==> src/tally_consts.vh <==
// constants for the 10-bit up/down tally counter with compare and pwm
// assumes inclusion by the counter module only
`ifndef TALLY_CONSTS_VH
`define TALLY_CONSTS_VH
`define ADDR_W 3
`define A_CLKDIR 3'h0
`define A_RUNMODE 3'h1
`define A_VAL_LO 3'h2
`define A_VAL_MID 3'h3
`define A_VAL_HI 3'h4
`define A_SYSCTL 3'h5
`define A_PRESC 3'h6
`define B_DIR 3
`define B_START 3
`define B_EVENT 2
`define B_CMPEN 1
`define B_LOAD 0
`define B_CMPW 1
`define B_PWMRT 0
`define ZERO10 10'h000
`define ONES10 10'h3ff
`define LEN_10 2'h0
`define LEN_8 2'h1
`define LEN_6 2'h2
`define LEN_4 2'h3
`define SRC_PIN_A 3'h0
`define SRC_T19 3'h1
`define SRC_T16 3'h2
`define SRC_T13 3'h3
`define SRC_T10 3'h4
`define SRC_T4 3'h5
`define SRC_T1 3'h6
`define SRC_PIN_B 3'h7
`endif

==> src/tally_counter.v <==
// 10-bit cyclic up/down tally counter with compare, pwm and event counting
// assumes a nibble register port, prescaler taps and port pins sync to clock
`include "tally_consts.vh"
`timescale 1ns/1ps
`default_nettype none
module tally_counter #(
    parameter CW = 10
) (
    input wire clock,                      // system clock
    input wire resetn,                     // async reset, low active
    input wire clk_en,                     // freezes all state when low
    input wire [`ADDR_W-1:0] reg_addr,     // register index
    input wire [3:0] reg_wdata,            // write nibble
    input wire reg_wr,                     // write strobe
    input wire reg_rd,                     // read strobe
    output reg [3:0] reg_rdata,            // read nibble, cycle after strobe
    input wire [5:0] prescaler_taps,       // taps 19,16,13,10,4,1
    input wire event_input_a,              // port pin 0
    input wire event_input_b,              // port pin 3
    input wire [1:0] pin_edge_invert,      // invert per pin, [0]=a [1]=b
    input wire [1:0] pin_debounce_bypass,  // 1 = pin undebounced
    input wire port_b3_data,               // normal port data bit 3
    output reg pulse_output_pin,           // port b bit 3 output
    output reg zero_rollover_irq,          // rollover pulse
    output reg compare_match_irq           // compare match pulse
);
    // ----------------------------------------------------------
    // registers
    // ----------------------------------------------------------
    reg [3:0] clkdir_ff;
    reg [2:0] runmode_ff;   // start, event, cmp enable
    reg [1:0] sysctl_ff;
    reg pwm_route_ff;
    reg [CW-1:0] preset_ff;
    reg [1:0] len_ff;
    reg [CW-1:0] count_ff;
    reg [5:0] upper_shadow_value;
    reg pwm_ff;
    reg load_ff;
    reg [2:0] src_sync_ff;
    reg half_ff;
    reg neg_seen_ff;
    reg running_ff;

    wire dir_up = clkdir_ff[`B_DIR];
    wire [2:0] tally_clock_source = clkdir_ff[2:0];
    wire start = runmode_ff[`B_START-1];
    wire event_tally_mode = runmode_ff[`B_EVENT-1];
    wire comparator_enable = runmode_ff[`B_CMPEN-1];
    wire compare_width_select = sysctl_ff[`B_CMPW];

    // ----------------------------------------------------------
    // clock source selection
    // ----------------------------------------------------------
    reg raw_src;
    reg src_undeb;
    always @* begin
        src_undeb = 1'b0;
        case (tally_clock_source)
            `SRC_PIN_A: begin
                raw_src = event_input_a ^ pin_edge_invert[0];
                src_undeb = pin_debounce_bypass[0];
            end
            `SRC_T19: raw_src = prescaler_taps[5];
            `SRC_T16: raw_src = prescaler_taps[4];
            `SRC_T13: raw_src = prescaler_taps[3];
            `SRC_T10: raw_src = prescaler_taps[2];
            `SRC_T4: raw_src = prescaler_taps[1];
            `SRC_T1: raw_src = prescaler_taps[0];
            `SRC_PIN_B: begin
                raw_src = event_input_b ^ pin_edge_invert[1];
                src_undeb = pin_debounce_bypass[1];
            end
            default: raw_src = 1'b0;
        endcase
    end

    // length mask for limited counting
    function [CW-1:0] len_mask;
        input [1:0] sel;
        begin
            case (sel)
                `LEN_10: len_mask = `ONES10;
                `LEN_8: len_mask = 10'h0ff;
                `LEN_6: len_mask = 10'h03f;
                `LEN_4: len_mask = 10'h00f;
                default: len_mask = `ONES10;
            endcase
        end
    endfunction

    wire [CW-1:0] mask = len_mask(len_ff);
    // ----------------------------------------------------------
    // edge detection after two-stage synchroniser
    // ----------------------------------------------------------
    wire sync_rise = src_sync_ff[1] & ~src_sync_ff[2];
    wire sync_fall = ~src_sync_ff[1] & src_sync_ff[2];
    // undebounced pins step only on every second rising edge
    wire step_edge = src_undeb ? (sync_rise & half_ff) : sync_rise;
    wire can_run = start & (event_tally_mode | neg_seen_ff);
    wire step = step_edge & can_run & running_ff;

    wire [CW-1:0] next_cnt = dir_up ? count_ff + 10'h001 : count_ff - 10'h001;
    wire roll_hit = dir_up ? ((next_cnt & mask) == mask)
                           : ((next_cnt & mask) == `ZERO10);
    wire [CW-1:0] cmp_mask = compare_width_select ? `ONES10 : mask;
    wire irq_match = comparator_enable &
                     ((next_cnt & cmp_mask) == (preset_ff & cmp_mask));
    wire pwm_match = comparator_enable &
                     ((next_cnt & mask) == (preset_ff & mask));

    // ----------------------------------------------------------
    // register port and counter core
    // ----------------------------------------------------------
    wire wr_clkdir = reg_wr & (reg_addr == `A_CLKDIR);
    wire wr_run = reg_wr & (reg_addr == `A_RUNMODE);
    always @(posedge clock or negedge resetn) begin
        if (!resetn) begin
            clkdir_ff <= 4'h0;
            runmode_ff <= 3'h0;
            sysctl_ff <= 2'h0;
            pwm_route_ff <= 1'b0;
            preset_ff <= `ZERO10;
            len_ff <= `LEN_10;
            count_ff <= `ZERO10;
            upper_shadow_value <= 6'h00;
            pwm_ff <= 1'b0;
            load_ff <= 1'b0;
            src_sync_ff <= 3'h0;
            half_ff <= 1'b0;
            neg_seen_ff <= 1'b0;
            running_ff <= 1'b0;
            reg_rdata <= 4'h0;
            pulse_output_pin <= 1'b0;
            zero_rollover_irq <= 1'b0;
            compare_match_irq <= 1'b0;
        end else if (clk_en) begin
            src_sync_ff <= {src_sync_ff[1:0], raw_src};
            zero_rollover_irq <= 1'b0;
            compare_match_irq <= 1'b0;
            load_ff <= 1'b0;
            if (sync_rise)
                half_ff <= ~half_ff;
            if (!start) begin
                neg_seen_ff <= 1'b0;
                half_ff <= 1'b0;
                running_ff <= 1'b1;
            end else if (sync_fall)
                neg_seen_ff <= 1'b1;
            // counting
            if (step) begin
                count_ff <= next_cnt;
                if (roll_hit) begin
                    zero_rollover_irq <= 1'b1;
                    // roll-over drives the active level: high counting up, low counting down
                    if (comparator_enable)
                        pwm_ff <= dir_up;
                end
                if (pwm_match)
                    pwm_ff <= dir_up ? 1'b0 : 1'b1;
                if (irq_match) begin
                    compare_match_irq <= 1'b1;
                    if (pwm_route_ff) begin
                        running_ff <= 1'b0;
                        runmode_ff[`B_START-1] <= 1'b0;
                    end
                end
            end
            // register writes
            if (wr_clkdir) begin
                clkdir_ff <= reg_wdata;
                if (reg_wdata[`B_DIR] != dir_up) begin
                    count_ff <= ~count_ff;
                    pwm_ff <= reg_wdata[`B_DIR] ? 1'b0 : 1'b1;
                end
            end
            if (wr_run) begin
                runmode_ff <= reg_wdata[3:1];
                if (reg_wdata[`B_LOAD]) begin
                    load_ff <= 1'b1;
                    count_ff <= preset_ff;
                    pwm_ff <= ~dir_up;
                    runmode_ff[`B_CMPEN-1] <= 1'b0;
                    if (preset_ff == `ZERO10)
                        runmode_ff[`B_START-1] <= 1'b0;
                end
            end
            if (reg_wr & (reg_addr == `A_SYSCTL))
                sysctl_ff <= reg_wdata[1:0];
            if (reg_wr & (reg_addr == `A_PRESC))
                pwm_route_ff <= reg_wdata[`B_PWMRT];
            if (reg_wr & (reg_addr == `A_VAL_LO))
                preset_ff[3:0] <= reg_wdata;
            if (reg_wr & (reg_addr == `A_VAL_MID))
                preset_ff[7:4] <= reg_wdata;
            if (reg_wr & (reg_addr == `A_VAL_HI)) begin
                preset_ff[9:8] <= reg_wdata[1:0];
                len_ff <= reg_wdata[3:2];
            end
            // register reads
            if (reg_rd) begin
                case (reg_addr)
                    `A_CLKDIR: reg_rdata <= clkdir_ff;
                    `A_RUNMODE: reg_rdata <= {runmode_ff, 1'b0};
                    `A_VAL_LO: begin
                        reg_rdata <= count_ff[3:0];
                        upper_shadow_value <= count_ff[9:4];
                    end
                    `A_VAL_MID: reg_rdata <= upper_shadow_value[3:0];
                    `A_VAL_HI: reg_rdata <= {len_ff, upper_shadow_value[5:4]};
                    `A_SYSCTL: reg_rdata <= {2'h0, sysctl_ff};
                    `A_PRESC: reg_rdata <= {3'h0, pwm_route_ff};
                    default: reg_rdata <= 4'h0;
                endcase
            end else
                reg_rdata <= 4'h0;
            // a match on a load/start value never counts: only steps compare
            pulse_output_pin <= pwm_route_ff ? pwm_ff : port_b3_data;
        end
    end
endmodule // tally_counter
`default_nettype wire

==> config.mk <==
export PLATFORM = sky130hd
export DESIGN_NAME = tally_counter
export DESIGN_NICKNAME = d
export VERILOG_FILES = /design/src/tally_counter.v
export VERILOG_INCLUDE_DIRS = /design/src /design/src/src
export SDC_FILE = /design/constraint.sdc
export NUM_CORES = 1
export LEC_CHECK = 0
export BUFFER_PORTS_ARGS = -buffer_cell sky130_fd_sc_hd__buf_2
export CORE_MARGIN = 2
export CORE_UTILIZATION = 54
export CTS_CLUSTER_SIZE = 25
export DETAILED_ROUTE_END_ITERATION = 12
export GPL_ROUTABILITY_DRIVEN = 1
export MAX_ROUTING_LAYER = met4
export PLACE_DENSITY = 0.82
export RECOVER_POWER = 50
export SLEW_MARGIN = 20
export SYNTH_ARGS = -nofsm -noshare
export SYNTH_HDL_FRONTEND = slang
export SYNTH_SLANG_ARGS = --single-unit
==> constraint.sdc <==
create_clock -name clock -period 3.3 [get_ports clock]
set_clock_uncertainty 0.05 [all_clocks]
set_input_delay 0.495 -clock clock [delete_from_list [all_inputs] [get_ports clock]]
set_output_delay 0.495 -clock clock [all_outputs]
set_load 0.05 [all_outputs]
* Word-level counts from Yosys, hierarchy flattened
Index checks and enable logic that the tools add are counted.
Word-level totals: register bits after elaboration 52, output and inout bits 7
Cells by class: add/sub/neg operators 2, eq/ne operators 22, mux-type cells 44, bitwise operators 27, reductions and logical operators 19
Operators with widths (number):
- 10-bit two-way mux | 7
- 10-bit bitwise AND | 4
- 10-bit one-hot mux with 4 select lines | 1
- 1-bit two-way mux | 31
- 10-bit == test | 3
- 4-bit one-hot mux with 7 select lines | 1
- 3-bit == test, second input constant | 7
- 10-bit logical NOT | 2
- 2-bit AND reduction | 9
- 1-bit bitwise AND | 15
- 3-bit by 2-bit == test with 1-bit output, second input constant | 4
- 10-bit by 1-bit adder with 10-bit output, second input constant | 1
- 10-bit NOT | 1
- 10-bit by 1-bit subtractor with 10-bit output, second input constant | 1
- 1-bit one-hot mux with 8 select lines | 1
- 3-bit by 1-bit == test with 1-bit output, second input constant | 2
- 3-bit logical NOT | 2
- 2-bit nonzero test | 3
- 2-bit == test, second input constant | 2
- 4-bit two-way mux | 1
- 2-bit by 1-bit != test with 1-bit output, second input constant | 2
- 1-bit NOT | 4
- 4-bit AND reduction | 1
- 3-bit two-way mux | 1
- 7 further kinds | 8

* Depth between registers and ports, before layout
Gate-level depths: netlist of the first run.
depth in word-level cells 12, mapped depth 11, gate-level depth less buffers 11

* Worst setup path before layout of the first run
No wires, ideal clock.
path kind register to register, start point reg clkdir_ff[3], end point reg runmode_ff[2], setup time 0.128 ns, arrival time 3.200 ns, setup slack -0.078 ns, cell stages (with the launch flop) 12, period minus slack after synthesis 3.378 ns, cells stage by stage dfrtp_1 -> clkinv_1 -> ha_1 -> a21o_1 -> and4_4 -> nor2_2 -> o31a_2 -> xnor2_1 -> or2_1 -> a221o_1 -> o31ai_2 -> mux2_1
Between the ends: cells in the longest elaborated chain, start to end 6
RTL lines:
- start, declared | RTL line tally_counter.v:30 | reg [3:0] clkdir_ff;
- start signal, assigned | RTL line tally_counter.v:171 | clkdir_ff <= reg_wdata;
- 10-bit two-way mux | RTL line tally_counter.v:103 | wire [CW-1:0] next_cnt = dir_up ? count_ff + 10'h001 : count_ff - 10'h001;
- 10-bit bitwise AND | RTL line tally_counter.v:108 | ((next_cnt & cmp_mask) == (preset_ff & cmp_mask));
- 10-bit == test | RTL line tally_counter.v:108
- 1-bit bitwise AND | RTL line tally_counter.v:107 | wire irq_match = comparator_enable &
- 2-bit nonzero test (no source line)
- 4-bit AND reduction (no source line)
- end signal, assigned | RTL line tally_counter.v:178 | runmode_ff <= reg_wdata[3:1];
- end, declared | RTL line tally_counter.v:31 | reg [2:0] runmode_ff;
No other way between the ends. A chain may end at the register's enable or synchronous reset.

* Worst setup path in the final report of the first run
Ends and elaborated chain as after synthesis.

==> flow_summary.json, run 1 <==
{
  "ys_async_sr_fraction_pct": 100,
  "core_um2": 6310,
  "dp.final_hpwl_mm": 6.50,
  "synth_cell_types": 62,
  "finalWorstSetupSlack_ns": 0.137,
  "overflow": 0,
  "die-area_um2": 7190,
  "vias": 3049,
  "htree_levels": 2,
  "io_buffers": 31,
  "place_ws_ns": 0.0234,
  "synthTopCellsByArea": "dfrtp_1 (37%), mux2_2 (8.9%), o21ai_0 (4.3%)",
  "swShare_pct": 40.3,
  "synth-seq-cells": 52,
  "period_share_pct": 95.8,
  "worst-setup-path-type": "reg -> reg",
  "synth_top_cell_by_area": "dfrtp_1",
  "setup_violations": 0,
  "drtAntennaViolNets": 0,
  "syn_nets": 416,
  "grt_pass1_vias": 2875,
  "synth_ff_type": "dfrtp_1",
  "ios": 32,
  "die_w_um": 84.8,
  "p_sw_mw": 1.02,
  "netlist.area_leader.share_pct": 36.9,
  "wl_per_cell_um": 17.4,
  "clkPwrFrac_pct": 14.6,
  "avgSynthCellArea_um2": 9.27,
  "maxCapViolations": 1,
  "postCtsHoldBufs": 0,
  "violations": "capacitance limit, slew limit",
  "area_growth_syn_to_layout_pct": 11.6,
  "syn_inst": 380,
  "start_kind": "register",
  "crit_path_max_incr_delay_ns": 0.46,
  "slowest_stage": "fa_1",
  "p_int_mw": 1.51,
  "crit_arrival_ns": 3.31,
  "final.setup.tns_ns": 0,
  "finalCriticalPeriod_ns": 3.16,
  "antenna_found_initial": 0,
  "grt_util_all_layers_pct": 25.8,
  "hold_violations": 0,
  "first_iter_violations": 259,
  "num_rows": 29,
  "synth_warnings": 0,
  "avgViaCountPerCell": 6.17,
  "p_per_area_nw_per_um2": 642,
  "slew_headroom_pct": -39.0,
  "synth.cell_area_um2": 3520,
  "endpoint_kind": "register",
  "dr.pass1.iters": 5,
  "clock_path_buffers": 2,
  "drive_gt1_share_pct": 24.5,
  "p_leak_nw": 1.69,
  "wirelength_mm": 8.62,
  "antenna_cells": 0,
  "clk_latency_ns": 0.31,
  "grt_max_degree": 41,
  "drc": 0,
  "cts_root_buffer": "clkbuf_8",
  "ys_seq_area_share_pct": 36.9,
  "hold_class": "reg -> reg",
  "power_frac_comb_pct": 47.5,
  "initial_core_util_pct": 55.8,
  "synth_edf_count": 0,
  "power.share.sequential_pct": 37.9,
  "dieHeight_um": 84.8,
  "cts_buffers": 5,
  "peakVddDrop_mv": 0.423,
  "crit_path_max_fanout": 5,
  "gp_congestion": 0.975,
  "grt_pass1_wl_mm": 14.2,
  "drv_slew": 41,
  "fin_nets": 452,
  "clk_pin_slew_worst_paths_ns": 0.10,
  "run_status": "complete, but fails checks",
  "timing.fmax_mhz": 316,
  "clock-sinks": 52,
  "cts_tree": "done",
  "worstPathCellList": "fa_1 > and2b_1 > o211ai_2 > a21boi_2 > o211ai_4 > xor2_1 > or2_1 > a221o_1 > o31ai_2 > mux2_1",
  "worst_slew_pin_slew_ns": 2.09,
  "required_ns": 3.45
}
==> placed cells by master, fill, tap and decap left out, drive strengths merged, types with 13 or more instances in the layout <==
cell,Yosys,final
a21oi,22,22
a31oi,13,13
buf,5,44
dfrtp,52,52
inv,12,14
mux2,29,29
nand2,34,34
nand3,17,17
nor2,29,29
o21ai,32,32
==> cells by family after synthesis <==
group / count (synthesis) / share of synthesized area, %
DFF: 52 / 36.9
xor gates and xnor gates: 20 / 5.75
muxes: 41 / 14.1
and+or+nand+nor: 123 / 17.4
buffers and inverters: 31 / 3.34
AOI/OAI and AO/OA: 102 / 18.4
adders and majority gates: 11 / 4.12
==> state kept, by name (all words and copies together), names as in the netlist <==
signal / count
preset_ff: 10
src_sync_ff: 3
runmode_ff: 3
compare_match_irq: 1
count_ff: 10
half_ff: 1
pwm_route_ff: 1
upper_shadow_value: 6
pulse_output_pin: 1
reg_rdata: 4
pwm_ff: 1
running_ff: 1
len_ff: 2
clkdir_ff: 4
neg_seen_ff: 1
sysctl_ff: 2
zero_rollover_irq: 1
==> per-stage QoR <==
step | utilization (%) | std cells | power, mW | hold slack [ns] | cell area (um^2)
final | 62.3 | 494 | 2.52 | 0.453 | 3930
after global routing | 62.3 | 494 | 2.69 | 0.453 | 3930
after detailed placement | 60.4 | 484 | 2.11 | 0.427 | 3810
after CTS | 61.8 | 492 | 2.48 | 0.273 | 3900
after global placement | 60.4 | 484 | 2.08 | 0.418 | 3810
after floorplan | - | 380 | 1.76 | 0.149 | 3520
==> cell type report <==
cell class	instances	area (um^2)
clock inverter	2	13.8
timing repair buffer	47	269
inverter	13	51.3
clock buffer	6	72.6
multi-input combinational	297	2130
fill	521	2380
tap	77	96.3
sequential	52	1300
==> worst max-delay path: cells and delay by family, from the launching register on <==
family          cells  cell delay [ns]
xor+xnor            1             0.16
simple gates        2             0.49
fa+ha+maj           1             0.46
mux                 1             0.34
flops               1             0.45
compound gates      5             1.09
==> final timing paths <==
kind	startpoint	to	slack, ns	cells past startpoint
max	clkdir_ff[3]	runmode_ff[2]	0.14	10
min	src_sync_ff[0]	src_sync_ff[1]	0.45	2
max reg2reg	clkdir_ff[3]	runmode_ff[2]	0.14	10
min reg2reg	src_sync_ff[0]	src_sync_ff[1]	0.45	2
max in group asynchronous	resetn	clkdir_ff[3]	0.99	2
min in group asynchronous	resetn	count_ff[7]	0.72	1
==> what timing repair did <==
action	CTS	global route
endpoints found under the setup margin	0	3
setup buffers	0	2
gates resized for setup	0	9
==> synthesized netlist by cell type (6+ instances only) <==
library cell and count:
a31oi_1 13, nor3_1 6, o21ai_0 30, ha_1 10
xnor2_1 8, inv_1 12, clkbuf_1 13, nor2b_1 6
nand3_1 17, nand2_1 34, mux2_2 28, o22ai_1 6
xor2_1 10, dfrtp_1 52, a21oi_1 21, nor2_1 28
mux2i_1 8
==> power by group through the flow <==
stage | clock network [mW] | registers, mW | logic [mW]
final | 0.369 | 0.956 | 1.20
after global routing | 0.403 | 0.975 | 1.32
after CTS | 0.377 | 0.949 | 1.15
after detailed placement | 0 | 0.961 | 1.14
after global placement | 0 | 0.953 | 1.12
after floorplan | 0 | 0.926 | 0.831
==> layer usage <==
layer / wire length [um] / GRT usage, %
met1: 3780 / 35.0
met2: 4030 / 39.5
met3: 628 / 4.42
met4: 177 / 8.51
met5: 0 / -
(Power assumes the default switching activity.)
==> run 2: changes to the inputs <==
==> constraint.sdc (replaced) <==
create_clock -name clock -period 2.65 [get_ports clock]
set_clock_uncertainty 0.05 [all_clocks]
set_input_delay 0.3975 -clock clock [delete_from_list [all_inputs] [get_ports clock]]
set_output_delay 0.3975 -clock clock [all_outputs]
set_load 0.05 [all_outputs]
==> flow_summary.json, run 2 (same netlist as run 1, synthesis figures left out) <==
{
  "run_status": "complete, but fails checks",
  "violations": "setup timing",
  "core_um2": 6310,
  "setup_violations": 5,
  "reg2reg_depth": 11,
  "reg2reg_to": "runmode_ff[2]",
  "crit_path_max_fanout": 5,
  "vias": 3241,
  "clk_pin_slew_worst_paths_ns": 0.10,
  "num_rows": 29,
  "overflow": 0,
  "antenna_found_initial": 0,
  "fin_nets": 492,
  "worst_slew_pin_slew_ns": 1.28,
  "finalWorstSetupSlack_ns": -0.370,
  "first_iter_violations": 242,
  "dieHeight_um": 84.8,
  "grt_setup_unrepaired": "true",
  "dp.final_hpwl_mm": 7.29,
  "drc": 0,
  "worst-setup-path-type": "reg -> reg",
  "endpoint_kind": "register",
  "ios": 32,
  "peakVddDrop_mv": 0.535,
  "htree_levels": 2,
  "die_w_um": 84.8,
  "wl_per_cell_um": 18.1,
  "hold_class": "in -> reg",
  "initial_core_util_pct": 55.8,
  "slowest_stage": "dfrtp_2",
  "p_per_area_nw_per_um2": 825,
  "clk_latency_ns": 0.31,
  "drtAntennaViolNets": 0,
  "antenna_cells": 0,
  "crit_path_max_incr_delay_ns": 0.47,
  "whs_path_depth": 2,
  "p_leak_nw": 1.92,
  "finalCriticalPeriod_ns": 3.02,
  "gp_congestion": 1.00,
  "drv_slew": 0,
  "grt_util_all_layers_pct": 28.6,
  "rr_startpoint": "clkdir_ff[3]",
  "drive_gt1_share_pct": 36.3,
  "die-area_um2": 7190,
  "worstPathCellList": "clkinv_4 > ha_4 > a21o_1 > and4_4 > nor2_4 > o31a_4 > xnor2_1 > or2_1 > a221o_1 > o31ai_2 > mux2_1",
  "design_power_total_mw": 3.64,
  "grt_pass1_vias": 3236,
  "dr.pass1.iters": 5,
  "avgViaCountPerCell": 6.07,
  "start_kind": "register",
  "hold_violations": 0,
  "largestRegisters": "count_ff x10, preset_ff x10, upper_shadow_value x6",
  "area_growth_syn_to_layout_pct": 25.2,
  "period_share_pct": 114,
  "final_cell_mix": "dfrtp_1 (51), buf_4 (51), nand2_1 (34)",
  "cts_buffers": 5,
  "wirelength_mm": 9.67,
  "cts_root_buffer": "clkbuf_8",
  "grt_pass1_wl_mm": 15.8,
  "crit_arrival_ns": 3.17,
  "postCtsHoldBufs": 0,
  "timing.fmax_mhz": 331,
  "timing.reg2reg.setup_slack_ns": -0.37,
  "required_ns": 2.80,
  "clock-sinks": 52,
  "clock_path_buffers": 2,
  "hold_path.startpoint": "reg_wdata[2]",
  "hold_end": "runmode_ff[1]",
  "io_buffers": 31,
  "maxCapViolations": 0,
  "cts_tree": "done",
  "num-fill-cells": 480,
  "slew_headroom_pct": 14.5,
  "grt_max_degree": 53,
  "final.setup.tns_ns": -1.27
}
## run 2: report_power, final
group	total [mW]	switching [mW]	internal (mW)
Clock	0.466	0.278	0.188
Combinational	2.00	0.965	1.04
Sequential	1.17	0.202	0.971
## run 2: worst max path at each step
stage / slack [ns] / start / end
final: -0.37 / clkdir_ff[3] / runmode_ff[2]
after global routing: -0.50 / clkdir_ff[3] / runmode_ff[2]
after CTS: -0.35 / clkdir_ff[3] / runmode_ff[2]
after detailed placement: -0.36 / clkdir_ff[3] / runmode_ff[2]
after global placement: -0.27 / clkdir_ff[3] / runmode_ff[2]
after floorplan: -0.28 / clkdir_ff[3] / runmode_ff[2]
## run 2: area by class of cell
class / instances / area (um^2) / area share [%]
multi-input combinational: 297 / 2290 / 51.8
sequential: 52 / 1300 / 29.5
timing repair buffer: 86 / 577 / 13.1
tap: 77 / 96.3 / 2.18
clock buffer: 5 / 68.8 / 1.56
inverter: 13 / 53.8 / 1.22
clock inverter: 3 / 21.3 / 0.482
timing repair inverter: 1 / 6.26 / 0.142
## run 2: critical path: cells and delay by family (launching register included)
family,cells,cell delay [ns]
muxes,1,0.34
xor gates and xnor gates,1,0.12
DFF,1,0.47
AOI/OAI and AO/OA,4,0.99
and+or+nand+nor,3,0.54
buffers and inverters,1,0.13
adders and majority gates,1,0.28
## run 2: repair_timing
| action | CTS | global route |
|---|---|---|
| endpoints found under the setup margin | 5 | 6 |
| gates resized for setup | 11 | 20 |
| buffers inserted | 3 | 5 |
| pin swaps | 4 | 11 |
| gates cloned | 1 | 0 |
## run 2: routing by layer
| metal | GRT usage [%] | part of all wire [%] | vias to the layer above |
|---|---|---|---|
| li1 | - | - | 1533 |
| met1 | 38.3 | 43 | 1556 |
| met2 | 45.9 | 49 | 127 |
| met3 | 3.93 | 6.3 | 25 |
| met4 | 8.08 | 2.1 | 0 |
| met5 | - | 0 | - |
## run 2: through the flow
step | cell area, um^2 | hold WS (ns) | util (%) | std cells | worst slack, ns
floorplan | 3590 | 0.0519 | - | 380 | -0.279
detailed placement | 4150 | 0.425 | 65.8 | 520 | -0.355
CTS | 4310 | 0.169 | 68.3 | 532 | -0.353
global placement | 4150 | 0.416 | 65.8 | 520 | -0.275
finish | 4410 | 0.351 | 69.9 | 534 | -0.370
global route | 4410 | 0.344 | 69.9 | 534 | -0.497
==> run 3: changes to the inputs <==
--- a/config.mk
+++ b/config.mk
@@ -6,6 +6,7 @@
 export SDC_FILE = /design/constraint.sdc
 export NUM_CORES = 1
 export LEC_CHECK = 0
+export ABC_AREA = 1
 export BUFFER_PORTS_ARGS = -buffer_cell sky130_fd_sc_hd__buf_2
 export CORE_MARGIN = 2
 export CORE_UTILIZATION = 54
@@ -15,6 +16,7 @@
 export MAX_ROUTING_LAYER = met4
 export PLACE_DENSITY = 0.82
 export RECOVER_POWER = 50
+export SETUP_SLACK_MARGIN = 0.4
 export SLEW_MARGIN = 20
 export SYNTH_ARGS = -nofsm -noshare
 export SYNTH_HDL_FRONTEND = slang
==> flow_summary.json, run 3 <==
{
  "start_kind": "register",
  "synth_edf_count": 0,
  "crit_path_max_fanout": 5,
  "final_cell_mix": "nand2_1 (125), inv_1 (76), dfrtp_1 (51)",
  "ys_async_sr_fraction_pct": 100,
  "layout.cells.most_common": "nand2_1",
  "hold_class": "in -> reg",
  "dp_cells": 636,
  "avgViaCountPerCell": 5.85,
  "fin_cells": 657,
  "hold_violations": 0,
  "synth_cell_types": 40,
  "reg2reg_depth": 15,
  "violations": "capacitance limit, slew limit",
  "drtAntennaViolNets": 0,
  "syn_nets": 563,
  "cts_tree": "done",
  "clkPwrFrac_pct": 12.4,
  "drv_slew": 29,
  "synth_top_cell_by_area": "dfrtp_1",
  "clk_latency_ns": 0.30,
  "slew_headroom_pct": -2.33,
  "first_iter_violations": 387,
  "p_per_area_nw_per_um2": 974,
  "wl_per_cell_um": 16.2,
  "cts_buffers": 5,
  "gp_congestion": 0.990,
  "grt_util_all_layers_pct": 30.8,
  "worst_slew_pin_slew_ns": 1.53,
  "ys_seq_area_share_pct": 35.5,
  "synth-seq-cells": 52,
  "wirelength_mm": 10.7,
  "crit_arrival_ns": 2.64,
  "finalWorstSetupSlack_ns": 0.191,
  "yosysMostFrequentCell": "nand2_1",
  "swShare_pct": 47.0,
  "p_leak_nw": 2.15,
  "critical_path.startpoint": "clkdir_ff[3]",
  "synthTopCellsByArea": "dfrtp_1 (36%), nand2_1 (14%), inv_1 (8.2%)",
  "drc": 0,
  "final.setup.tns_ns": 0,
  "htree_levels": 2,
  "die-area_um2": 7450,
  "synth.cell_area_um2": 3660,
  "design_area_um2": 4350,
  "finish.utilization_pct": 65.1,
  "drive_gt1_share_pct": 20.5,
  "grt_pass1_vias": 3663,
  "clk_pin_slew_worst_paths_ns": 0.09,
  "dp.final_hpwl_mm": 7.96,
  "worst-setup-path-type": "reg -> reg",
  "reg2reg_to": "runmode_ff[2]",
  "fin_nets": 613,
  "endpoint_kind": "register",
  "num_rows": 30,
  "clock-sinks": 52,
  "syn_inst": 527,
  "place_ws_ns": 0.0919,
  "period_share_pct": 92.8,
  "p_sw_mw": 1.99,
  "dr.pass1.iters": 5,
  "area_growth_syn_to_layout_pct": 18.9,
  "grt_pass1_wl_mm": 17.6,
  "cts_root_buffer": "clkbuf_8",
  "synth_common_cells": "nand2_1 (132), inv_1 (80), dfrtp_1 (52)",
  "vias": 3843,
  "setup_violations": 0,
  "antenna_cells": 0,
  "cp-endpoint": "runmode_ff[2]",
  "p_int_mw": 2.25,
  "dieHeight_um": 86.3,
  "power.share.sequential_pct": 29.6,
  "timing.fmax_mhz": 407,
  "placed_area_um2": 3950,
  "required_ns": 2.83,
  "run_status": "complete, but fails checks",
  "finalCriticalPeriod_ns": 2.46,
  "power_frac_comb_pct": 58.0,
  "antenna_found_initial": 0,
  "synth_ff_type": "dfrtp_1",
  "avgSynthCellArea_um2": 6.95,
  "maxCapViolations": 1,
  "rr_startpoint": "clkdir_ff[3]",
  "design_power_total_mw": 4.24,
  "core_um2": 6680,
  "grt_setup_unrepaired": "true",
  "die_w_um": 86.3,
  "io_buffers": 31,
  "timing.reg2reg.setup_slack_ns": 0.19,
  "overflow": 0,
  "clock_path_buffers": 2,
  "netlist.area_leader.share_pct": 35.5,
  "initial_core_util_pct": 54.8,
  "grt_max_degree": 29,
  "ios": 32,
  "peakVddDrop_mv": 0.414,
  "whs_ns": 0.278,
  "synth_warnings": 0,
  "largestRegisters": "count_ff x10, preset_ff x10, upper_shadow_value x6"
}
## run 3: changes by cell type in the layout (fill, tap and decap cells not counted), sizes merged, moves of 8 or more
| cell | change |
|---|---|
| a31oi | -13 |
| mux2 | -29 |
| o21ai | +15 |
| inv | +71 |
| buf | -39 |
| nand3 | +38 |
| mux2i | -8 |
| nand2 | +113 |
## run 3: worst max-delay path, stage by stage (launching register included)
cell,delay [ns]
dfrtp_2,0.50
fa_2,0.41
inv_2,0.09
nand2_4,0.06
nand2_4,0.11
nand3_2,0.08
nand2_2,0.10
xor2_1,0.14
nand3_1,0.13
nor3_2,0.21
nand2_1,0.10
nand2_2,0.09
nand4_4,0.09
nand2_2,0.10
nand2_1,0.05
o21ai_1,0.08
## run 3: cells by family (layout without fill, tap and decap cells)
kind of cell	Yosys count	in the layout	synth area share (%)
and+or+nand+nor	255	255	31.5
AOI/OAI and AO/OA	109	109	17.6
buffers and inverters	92	142	9.54
DFF	52	52	35.5
adders and majority gates	11	11	3.96
xor gates and xnor gates	8	8	1.91
## run 3: power groups by stage
stage / clock, mW / combinational [mW] / sequential, mW
after detailed placement: 0 / 1.98 / 1.24
after global routing: 0.563 / 2.73 / 1.28
after floorplan: 0 / 1.53 / 1.19
after CTS: 0.537 / 2.34 / 1.24
final: 0.527 / 2.46 / 1.26
after global placement: 0 / 1.92 / 1.23
## run 3: worst min-delay path by stage
stage	endpoint	cells after the start	slack, ns	startpoint
floorplan	clkdir_ff[0]	0	0.05	resetn
global placement	pwm_route_ff	1	0.40	resetn
detailed placement	pwm_route_ff	1	0.41	resetn
CTS	pwm_route_ff	1	0.08	resetn
global route	runmode_ff[0]	3	0.32	reg_wdata[1]
finish	runmode_ff[1]	3	0.28	reg_wdata[2]
## run 3: per-layer routing
| layer | global-route usage (%) | up-vias | part of all wire, % |
|---|---|---|---|
| met5 | - | - | 0 |
| met4 | 8.38 | 0 | 1.4 |
| met3 | 4.00 | 17 | 7.8 |
| met2 | 48.7 | 173 | 49 |
| met1 | 41.9 | 1809 | 42 |
| li1 | - | 1844 | - |
## run 3: what timing repair did
item / in CTS / in global routing
endpoints found under the setup margin: 5 / 15
hold buffers: 0 / 0
gates cloned: 1 / 0
pin swaps: 19 / 5
buffers inserted: 11 / 2
resized for setup: 35 / 6
## run 3: cell type report
| type | count | area [um^2] |
|---|---|---|
| multi-input cells | 383 | 2230 |
| fillers | 596 | 2330 |
| flip-flops and latches | 52 | 1300 |
| clock buffers | 6 | 72.6 |
| repair buffers | 50 | 288 |
| inverters | 84 | 320 |
| repair inverters | 1 | 8.76 |
| clock inverters | 1 | 30.0 |
| well taps | 80 | 100 |
